`src/common/wake_cfg_pkg.sv`:
```
// Constants for the wake-up frame configuration bank
package wake_cfg_pkg;
  localparam int ADDR_W = 7;
  localparam int DATA_W = 8;
  localparam logic [6:0] OFF_WAKE_CTRL              = 7'h20;
  localparam logic [6:0] OFF_WAKE_ID_MID_HIGH       = 7'h24;
  localparam logic [6:0] OFF_WAKE_ID_MID_LOW        = 7'h25;
  localparam logic [6:0] OFF_WAKE_ID_LOW_FORMAT     = 7'h26;
  localparam logic [6:0] OFF_WAKE_ID_COMPARE_TOP    = 7'h27;
  localparam logic [6:0] OFF_WAKE_ID_COMPARE_MID_HI = 7'h28;
  localparam logic [6:0] OFF_WAKE_ID_COMPARE_MID_LO = 7'h29;
  localparam logic [6:0] OFF_WAKE_ID_COMPARE_LOW    = 7'h2a;
  localparam logic [6:0] OFF_WAKE_LENGTH_CODE       = 7'h2b;
  localparam logic [6:0] OFF_WAKE_PAYLOAD_BYTE7     = 7'h2c;
  localparam logic [6:0] OFF_WAKE_PAYLOAD_BYTE6     = 7'h2d;
  localparam logic [7:0] RESET_BYTE                 = 8'h00;
  localparam int LOW_ID_MSB     = 6;
  localparam int LOW_ID_LSB     = 2;
  localparam int RTR_BIT        = 1;
  localparam int IDE_BIT        = 0;
  localparam int CFG_VALID_BIT  = 0;
  localparam logic [3:0] MAX_PAYLOAD = 4'h8;
  localparam logic [28:0] STD_ID_FIELD = 29'h1ffc0000;
endpackage : wake_cfg_pkg

```
`src/core/wake_frame_filter_config.sv`:
```
// Wake-up frame reference register bank with frame comparator
//
// Design decision made here: the strobed register port.
`timescale 1ns/10ps
// Function
// RULE1: Register holds identifier bits 20 to 13
// RULE2: Register holds identifier bits 12 to 5
// RULE3: Identifier bits 4..0 at 6..2, bit7 zero
// RULE4: Bit 1 holds expected remote request flag
// RULE5: Software never sets remote request flag
// RULE6: Bit 0 selects standard or extended identifier
// RULE7: Mask one compares bit, zero ignores
// RULE8: Four mask registers, unused positions read zero
// RULE9: Length code in bits 3..0, upper zero
// RULE10: Codes above seven mean eight bytes
// RULE11: Two byte registers hold payload bytes 7, 6
// RULE12: Power-on and soft reset clear everything
// RULE13: Restart keeps contents, reserved bits read zero
// RULE14: Valid flag clears on wake, reset, change; a control write in the same cycle as a wake sets it from bit 0 instead
// RULE15: Standard identifier sits in bits 28..18
// RULE16: Match needs compared bits, format, remote, length
module wake_frame_filter_config
  import wake_cfg_pkg::*;
(
  input  wire logic                          ref_clk,
  input  wire logic                          rst,
  input  wire logic                          soft_rst,
  input  wire logic [wake_cfg_pkg::ADDR_W-1:0] reg_addr,
  input  wire logic [wake_cfg_pkg::DATA_W-1:0] reg_wdata,
  input  wire logic                          reg_wr,
  input  wire logic                          reg_rd,
  output logic      [wake_cfg_pkg::DATA_W-1:0] reg_rdata,
  input  wire logic [7:0]                    ref_id_top_bits,
  input  wire logic                          wake_event,
  input  wire logic                          frame_valid,
  input  wire logic [28:0]                   frame_id,
  input  wire logic                          frame_ide,
  input  wire logic                          frame_rtr,
  input  wire logic [3:0]                    frame_dlc,
  output logic                               wake_config_valid,
  output logic                               wake_up_frame,
  output logic      [3:0]                    payload_len,
  output logic      [7:0]                    payload_byte_seven,
  output logic      [7:0]                    payload_byte_six
);
  import wake_cfg_pkg::*;

  logic [7:0]  frame_id_mid_high_bits_reg;
  logic [7:0]  frame_id_mid_low_bits_reg;
  logic [4:0]  frame_id_low_bits_reg;
  logic        rtr_reg;
  logic        ide_reg;
  logic [7:0]  compare_sel_top_bits_reg;
  logic [7:0]  compare_sel_mid_high_bits_reg;
  logic [7:0]  compare_sel_mid_low_bits_reg;
  logic [4:0]  compare_sel_low_bits_reg;
  logic [3:0]  dlc_reg;
  logic [7:0]  byte7_reg;
  logic [7:0]  byte6_reg;
  logic        cfg_valid_reg;
  logic        match_reg;
  logic [7:0]  rdata_reg;
  logic [7:0]  rdata_next;
  logic        cfg_write;
  logic [28:0] ref_id;
  logic [28:0] sel_mask;
  logic        frame_ok;

  // Any write to the frame description is a configuration change
  assign cfg_write = reg_wr && (reg_addr >= OFF_WAKE_ID_MID_HIGH) &&
                     (reg_addr <= OFF_WAKE_PAYLOAD_BYTE6);

  // Restart is not modelled: nothing here is touched by it
  always_ff @(posedge ref_clk or posedge rst) begin
    if (rst) begin
      frame_id_mid_high_bits_reg <= RESET_BYTE; // see RULE12
      frame_id_mid_low_bits_reg  <= RESET_BYTE;
      frame_id_low_bits_reg      <= RESET_BYTE[4:0];
      rtr_reg                    <= 1'b0;
      ide_reg                    <= 1'b0;
    end else if (soft_rst) begin
      frame_id_mid_high_bits_reg <= RESET_BYTE; // see RULE12
      frame_id_mid_low_bits_reg  <= RESET_BYTE;
      frame_id_low_bits_reg      <= RESET_BYTE[4:0];
      rtr_reg                    <= 1'b0;
      ide_reg                    <= 1'b0;
    end else if (reg_wr) begin
      if (reg_addr == OFF_WAKE_ID_MID_HIGH) begin
        frame_id_mid_high_bits_reg <= reg_wdata; // see RULE1
      end
      if (reg_addr == OFF_WAKE_ID_MID_LOW) begin
        frame_id_mid_low_bits_reg <= reg_wdata; // see RULE2
      end
      if (reg_addr == OFF_WAKE_ID_LOW_FORMAT) begin
        frame_id_low_bits_reg <= reg_wdata[LOW_ID_MSB:LOW_ID_LSB]; // see RULE3
        // Stored as written; a set flag simply never matches a data frame
        rtr_reg <= reg_wdata[RTR_BIT]; // see RULE4
        ide_reg <= reg_wdata[IDE_BIT]; // see RULE6
      end
    end
  end

  always_ff @(posedge ref_clk or posedge rst) begin
    if (rst) begin
      compare_sel_top_bits_reg      <= RESET_BYTE; // see RULE12
      compare_sel_mid_high_bits_reg <= RESET_BYTE;
      compare_sel_mid_low_bits_reg  <= RESET_BYTE;
      compare_sel_low_bits_reg      <= RESET_BYTE[4:0];
    end else if (soft_rst) begin
      compare_sel_top_bits_reg      <= RESET_BYTE; // see RULE12
      compare_sel_mid_high_bits_reg <= RESET_BYTE;
      compare_sel_mid_low_bits_reg  <= RESET_BYTE;
      compare_sel_low_bits_reg      <= RESET_BYTE[4:0];
    end else if (reg_wr) begin
      if (reg_addr == OFF_WAKE_ID_COMPARE_TOP) begin
        compare_sel_top_bits_reg <= reg_wdata; // see RULE8
      end
      if (reg_addr == OFF_WAKE_ID_COMPARE_MID_HI) begin
        compare_sel_mid_high_bits_reg <= reg_wdata; // see RULE8
      end
      if (reg_addr == OFF_WAKE_ID_COMPARE_MID_LO) begin
        compare_sel_mid_low_bits_reg <= reg_wdata; // see RULE8
      end
      if (reg_addr == OFF_WAKE_ID_COMPARE_LOW) begin
        compare_sel_low_bits_reg <= reg_wdata[LOW_ID_MSB:LOW_ID_LSB]; // see RULE8
      end
    end
  end

  always_ff @(posedge ref_clk or posedge rst) begin
    if (rst) begin
      dlc_reg   <= RESET_BYTE[3:0]; // see RULE12
      byte7_reg <= RESET_BYTE;
      byte6_reg <= RESET_BYTE;
    end else if (soft_rst) begin
      dlc_reg   <= RESET_BYTE[3:0]; // see RULE12
      byte7_reg <= RESET_BYTE;
      byte6_reg <= RESET_BYTE;
    end else if (reg_wr) begin
      if (reg_addr == OFF_WAKE_LENGTH_CODE) begin
        dlc_reg <= reg_wdata[3:0]; // see RULE9
      end
      if (reg_addr == OFF_WAKE_PAYLOAD_BYTE7) begin
        byte7_reg <= reg_wdata; // see RULE11
      end
      if (reg_addr == OFF_WAKE_PAYLOAD_BYTE6) begin
        byte6_reg <= reg_wdata; // see RULE11
      end
    end
  end

  // Software set wins over a wake or change clear in the same cycle; only reset or soft reset overrides it
  always_ff @(posedge ref_clk or posedge rst) begin
    if (rst) begin
      cfg_valid_reg <= 1'b0; // see RULE14
    end else if (soft_rst) begin
      cfg_valid_reg <= 1'b0;
    end else if (reg_wr && reg_addr == OFF_WAKE_CTRL) begin
      cfg_valid_reg <= reg_wdata[CFG_VALID_BIT];
    end else if (wake_event || cfg_write) begin
      cfg_valid_reg <= 1'b0; // see RULE14
    end
  end

  // Standard frames use only the top eleven identifier positions
  assign ref_id   = {ref_id_top_bits, frame_id_mid_high_bits_reg,
                     frame_id_mid_low_bits_reg, frame_id_low_bits_reg};
  assign sel_mask = {compare_sel_top_bits_reg, compare_sel_mid_high_bits_reg,
                     compare_sel_mid_low_bits_reg, compare_sel_low_bits_reg} &
                    (ide_reg ? {29{1'b1}} : STD_ID_FIELD); // see RULE15

  assign frame_ok = (((frame_id ^ ref_id) & sel_mask) == 29'h0) && // see RULE7
                    (frame_ide == ide_reg) &&
                    (frame_rtr == rtr_reg) &&
                    (frame_dlc == dlc_reg); // see RULE16

  always_ff @(posedge ref_clk or posedge rst) begin
    if (rst) begin
      match_reg <= 1'b0;
    end else begin
      match_reg <= frame_valid && frame_ok && cfg_valid_reg && !soft_rst; // see RULE16
    end
  end

  always_comb begin
    rdata_next = 8'h00;
    if (reg_rd) begin
      unique case (reg_addr)
        OFF_WAKE_CTRL:              rdata_next = {7'h00, cfg_valid_reg};
        OFF_WAKE_ID_MID_HIGH:       rdata_next = frame_id_mid_high_bits_reg; // see RULE1
        OFF_WAKE_ID_MID_LOW:        rdata_next = frame_id_mid_low_bits_reg; // see RULE2
        OFF_WAKE_ID_LOW_FORMAT:     rdata_next = {1'b0, frame_id_low_bits_reg,
                                                  rtr_reg, ide_reg}; // see RULE3
        OFF_WAKE_ID_COMPARE_TOP:    rdata_next = compare_sel_top_bits_reg;
        OFF_WAKE_ID_COMPARE_MID_HI: rdata_next = compare_sel_mid_high_bits_reg;
        OFF_WAKE_ID_COMPARE_MID_LO: rdata_next = compare_sel_mid_low_bits_reg;
        OFF_WAKE_ID_COMPARE_LOW:    rdata_next = {1'b0, compare_sel_low_bits_reg,
                                                  2'b00}; // see RULE13
        OFF_WAKE_LENGTH_CODE:       rdata_next = {4'h0, dlc_reg}; // see RULE9
        OFF_WAKE_PAYLOAD_BYTE7:     rdata_next = byte7_reg;
        OFF_WAKE_PAYLOAD_BYTE6:     rdata_next = byte6_reg;
        default:                    rdata_next = 8'h00;
      endcase
    end
  end

  always_ff @(posedge ref_clk or posedge rst) begin
    if (rst) begin
      rdata_reg <= 8'h00;
    end else begin
      rdata_reg <= rdata_next;
    end
  end

  assign reg_rdata          = rdata_reg;
  assign wake_config_valid  = cfg_valid_reg;
  assign wake_up_frame      = match_reg;
  assign payload_len        = (dlc_reg > 4'h7) ? MAX_PAYLOAD : dlc_reg; // see RULE10
  assign payload_byte_seven = byte7_reg;
  assign payload_byte_six   = byte6_reg;

endmodule : wake_frame_filter_config

```
`config.mk`:
```
export PLATFORM = sky130hd
export DESIGN_NAME = wake_frame_filter_config
export DESIGN_NICKNAME = d
export VERILOG_FILES = /design/src/common/wake_cfg_pkg.sv /design/src/core/wake_frame_filter_config.sv
export SDC_FILE = /design/constraint.sdc
export NUM_CORES = 1
export LEC_CHECK = 0
export ABC_CLOCK_PERIOD_IN_PS = 3020
export BUFFER_PORTS_ARGS = -buffer_cell sky130_fd_sc_hd__buf_2
export CORE_MARGIN = 3
export CORE_UTILIZATION = 40
export CTS_BUF_LIST = sky130_fd_sc_hd__clkbuf_8
export CTS_CLUSTER_SIZE = 10
export DETAILED_ROUTE_END_ITERATION = 6
export PLACE_DENSITY = 0.72
export SETUP_SLACK_MARGIN = 0.02
export SYNTH_ARGS = -nofsm -noshare
export SYNTH_HDL_FRONTEND = slang
export SYNTH_SLANG_ARGS = --single-unit
```
`constraint.sdc`:
```
create_clock -name ref_clk -period 3.02 [get_ports ref_clk]
set_input_delay 0.604 -clock ref_clk [delete_from_list [all_inputs] [get_ports ref_clk]]
set_output_delay 0.604 -clock ref_clk [all_outputs]
set_load 0.05 [all_outputs]
```
### After elaboration in Yosys (flattened, before gate mapping)

Index checks and enable logic that the tools add are counted.

| storage, ports and cells | value |
|---|---|
| flip-flop bits (word level) | 82 |
| bits of input ports | 65 |
| logic and storage cells | 112 |

| cells by class | value |
|---|---|
| order comparisons | 3 |
| eq/ne operators | 14 |
| multiplexer cells | 43 |
| bitwise gates (word level) | 3 |
| reduce and logical (&&, ||, !) cells | 34 |

Operator list:

| kind | number |
|---|---|
| $mux 8 | 22 |
| $pmux 8 s11 | 1 |
| $eq 7x6->1 const B | 11 |
| $and 29x29->29 | 2 |
| $mux 5 | 6 |
| $logic_not 29->1 | 1 |
| $xor 29x29->29 | 1 |
| $reduce_bool 2->1 | 11 |
| $reduce_and 2->1 | 10 |
| $mux 18 | 1 |
| $mux 4 | 4 |
| $logic_and 1x1->1 | 9 |
| $mux 1 | 9 |
| $ge 7x6->1 const B | 1 |
| $le 7x6->1 const B | 1 |
| $eq 4x4->1 | 1 |
| $gt 4x3->1 const B | 1 |
| $reduce_bool 3->1 | 1 |
| $eq 1x1->1 | 2 |
| $logic_not 1->1 | 1 |
| $logic_or 1x1->1 | 1 |

### Depth between registers and ports, before layout

| logic depth | value |
|---|---|
| depth in word-level cells | 10 |
| depth in mapped cells | 9 |
| depth with buffers taken out | 5 |

### Worst setup path before layout

No wires, ideal clock.

| timing path | value |
|---|---|
| kind | input port to flip-flop |
| start | in reg_addr[2] (netlist name) |
| end | reg dlc_reg[3] |
| library setup time | 0.132 ns |
| data arrival time | 1.715 ns |
| setup slack | 1.173 ns |
| stages | 9 |
| path through | buf_4 > nor2b_2 > buf_6 > and3_1 > buf_4 > and3_1 > buf_4 > mux2i_1 > nor2_1 |

| on the way | value |
|---|---|
| longest elaborated chain between the ends | 3 |

RTL lines:

| element | RTL line | RTL |
|---|---|---|
| start, declared | wake_frame_filter_config.sv:28 | `input wire logic [wake_cfg_pkg::ADDR_W-1:0] reg_addr,` |
| $eq 7x6->1 | wake_frame_filter_config.sv:140 | `if (reg_addr == OFF_WAKE_LENGTH_CODE) begin` |
| $reduce_bool 2->1 (no line) | - |  |
| $reduce_and 2->1 (no line) | - |  |
| end signal, assigned | wake_frame_filter_config.sv:132 | `dlc_reg <= RESET_BYTE[3:0];` |
| end signal, assigned | wake_frame_filter_config.sv:136 | `dlc_reg <= RESET_BYTE[3:0];` |
| end signal, assigned | wake_frame_filter_config.sv:141 | `dlc_reg <= reg_wdata[3:0];` |
| end, declared | wake_frame_filter_config.sv:57 | `logic [3:0] dlc_reg;` |

No other way between the ends.
A chain may end at the register's enable or synchronous reset.

### Final worst setup path

| timing path | value |
|---|---|
| start | in reg_addr[3] (netlist name) |
| end | reg compare_sel_mid_high_bits_reg[4] |

| on the way | value |
|---|---|
| longest elaborated chain between the ends | 3 |

RTL lines:

| element | RTL line | RTL |
|---|---|---|
| $eq 7x6->1 | wake_frame_filter_config.sv:118 | `if (reg_addr == OFF_WAKE_ID_COMPARE_MID_HI) begin` |
| $reduce_bool 2->1 (no line) | - |  |
| $reduce_and 2->1 (no line) | - |  |
| end signal, assigned | wake_frame_filter_config.sv:119 | `compare_sel_mid_high_bits_reg <= reg_wdata;` |
| end, declared | wake_frame_filter_config.sv:54 | `logic [7:0] compare_sel_mid_high_bits_reg;` |

No other way between the ends.

==> out/results.tsv <==
metric	value	unit
status	complete, no violations	
synth_area_leaders	dfrtp_1, mux2i_1, a21oi_1, nand2_1, nand3_1	
gp_congestion	0.946	
post_cts_buffers	0	
grt_usage	0.225	
layout-drive-gt1-share	0.237	
fin_area	5290	sq um
hold_path_class	input port to asynchronous set/reset pin	
antenna_cells_inserted	0	
cts-buffers-inserted	9	
syn-num-nets	562	
syn_area_per_cell	9.19	sq um
synth.distinct_cells	49	
clock-sinks	82	
synth_cells	497	
fill_cells	1044	
peakVddDrop	211	uV
overflow	0	
clk_pin_slew	0.09	ns
yosysMostFrequentCell	dfrtp_1	
dp_hpwl	10.3	mm
cts_resized	0	
cts_tree	yes	
drt_iter0_drc	581	
die_h	113	um
post_dp_cell_area	5070	sq um
finalHoldViolCount	0	
relSlewSlack	0.406	
skew	0.0152	ns
wl	14.3	mm
r2r-end	wake_up_frame	
cap_violations	0	
grt_pass1_wl	22.3	mm
total_leakage_power	0.00238	uW
fin_crit_sh	0.698	
rr_worst_depth	4	
regArea	2050	sq um
core	11000	sq um
nNetsFinal	634	
area_growth	15.7	%
multi_input_area	2270	sq um
powerDensity	413	nW/um^2
dr.pass1.iters	5	
synthArstFlopShare	1.00	
rsz0062_at_grt	no	
r2r_setup_slack	1.44	ns
antenna_found_initial	0	
tightest_slew	0.891	ns
vias_per_cell	5.91	
clockBufferDepth	2	
synth_enable_flop_cells	0	
root_buffer	clkbuf_8	
drt-wirelength-per-cell	20.0	um
rows	38	
grt_max_degree	75	
initial_core_util	0.416	
die_area	12700	sq um
startpoint_type	input port	
syn_area	4570	sq um
synth_flop_cell	dfrtp_1	
yosysSeqAreaShare	0.449	
setup_viol	0	
synth_common_cells	dfrtp_1, nand2_1, a21oi_1	
synth_top_area_share	0.449	
ant_nets	0	
vias	4217	
fmaxAchievable	474	MHz
clk_latency	0.36	ns
synth_seq_cells	82	
cp_data_arrival_time	2.32	ns
cp.required	3.23	ns
slew_violations	0	
endpoint_kind	flop	
path_class	input port to flop	
grt_pass1_vias	4074	
crit_fanout	22	
synth_largest_area_cell	dfrtp_1	
die_w	113	um
fin_crit	2.11	ns
hold_buffers	0	
fin_setup_tns	0	ns
yosys_warnings	0	
cts_max_level	3	
rr_startpoint	frame_id_mid_high_bits_reg[1]	
drc	0	
fin_total_pwr	2180	uW
port_buffers	94	
pin_count	95	
## worst max path at each step
stage | endpoint | start | depth (start not counted)
floorplan | compare_sel_low_bits_reg[0] | rst | 1
global placement | frame_id_mid_high_bits_reg[4] | reg_addr[3] | 7
detailed placement | compare_sel_mid_high_bits_reg[4] | reg_addr[3] | 7
CTS | compare_sel_mid_high_bits_reg[4] | reg_addr[3] | 7
global route | payload_byte_seven[1] | reg_addr[0] | 6
finish | compare_sel_mid_high_bits_reg[4] | reg_addr[3] | 7
## cell usage in the layout (no fill, tap or decap), types with 3 or more instances in the layout
cell and instances:
a211oi_1 3, a21oi_1 60, a221oi_1 3, a22oi_1 13
a31oi_1 3, and3_1 4, buf_2 94, buf_4 9
clkbuf_8 9, clkinv_2 3, dfrtp_1 82, inv_1 3
mux2_2 7, mux2i_1 31, mux4_2 3, nand2_1 78
nand3_1 56, nor2_1 27, nor2b_1 6, o21ai_0 9
o22ai_1 3, xnor2_1 3, xor2_1 32
## report_power, final
group          total (uW)  switching (uW)  internal (uW)
combinational         215             146           68.1
sequential           1100            2.65           1100
clock                 865             406            459
## logic make-up (layout without fill, tap and decap cells)
logic type	Yosys count	count (layout)	synth area share
buffers and inverters	46	123	0.0526
xor gates and xnor gates	35	35	0.0671
muxes	41	41	0.100
AOI/OAI and AO/OA	106	106	0.141
and+or+nand+nor	187	187	0.190
DFF	82	82	0.449
## critical path, stage by stage
cell and delay (ns):
buf_2 0.31, nor2b_2 0.40, and3_1 0.31, buf_4 0.26, nand2_1 0.22, nand2_1 0.14
a21oi_1 0.07
## area by class of cell
| class | count | area share |
|---|---|---|
| clock buffer | 9 | 0.0234 |
| clock inverter | 7 | 0.0163 |
| inverter | 3 | 0.00284 |
| multi-input combinational | 369 | 0.430 |
| sequential | 82 | 0.388 |
| tap | 140 | 0.0331 |
| timing repair buffer | 104 | 0.106 |
## routing by layer
layer  share of wire  vias to the layer above  global-route usage
li1                -                     1886                   -
met1            0.41                     2034               0.306
met2            0.47                      253               0.355
met3           0.097                       44              0.0556
met4           0.028                        0              0.0697
met5               0                        -                   0
## stage by stage
| step | cells | setup WS, ns | hold slack [ns] | util |
|---|---|---|---|---|
| 3_3_place_gp | 698 | 0.663 | 0.539 | 0.462 |
| 5_1_grt | 714 | 0.752 | 0.450 | 0.481 |
| 6_report | 714 | 0.911 | 0.389 | 0.481 |
| 4_1_cts | 714 | 0.968 | 0.420 | 0.481 |
| 3_5_place_dp | 698 | 0.588 | 0.543 | 0.462 |
| 2_1_floorplan | 497 | 0.308 | 0.494 | - |
Power figures use the tool's default switching activity.
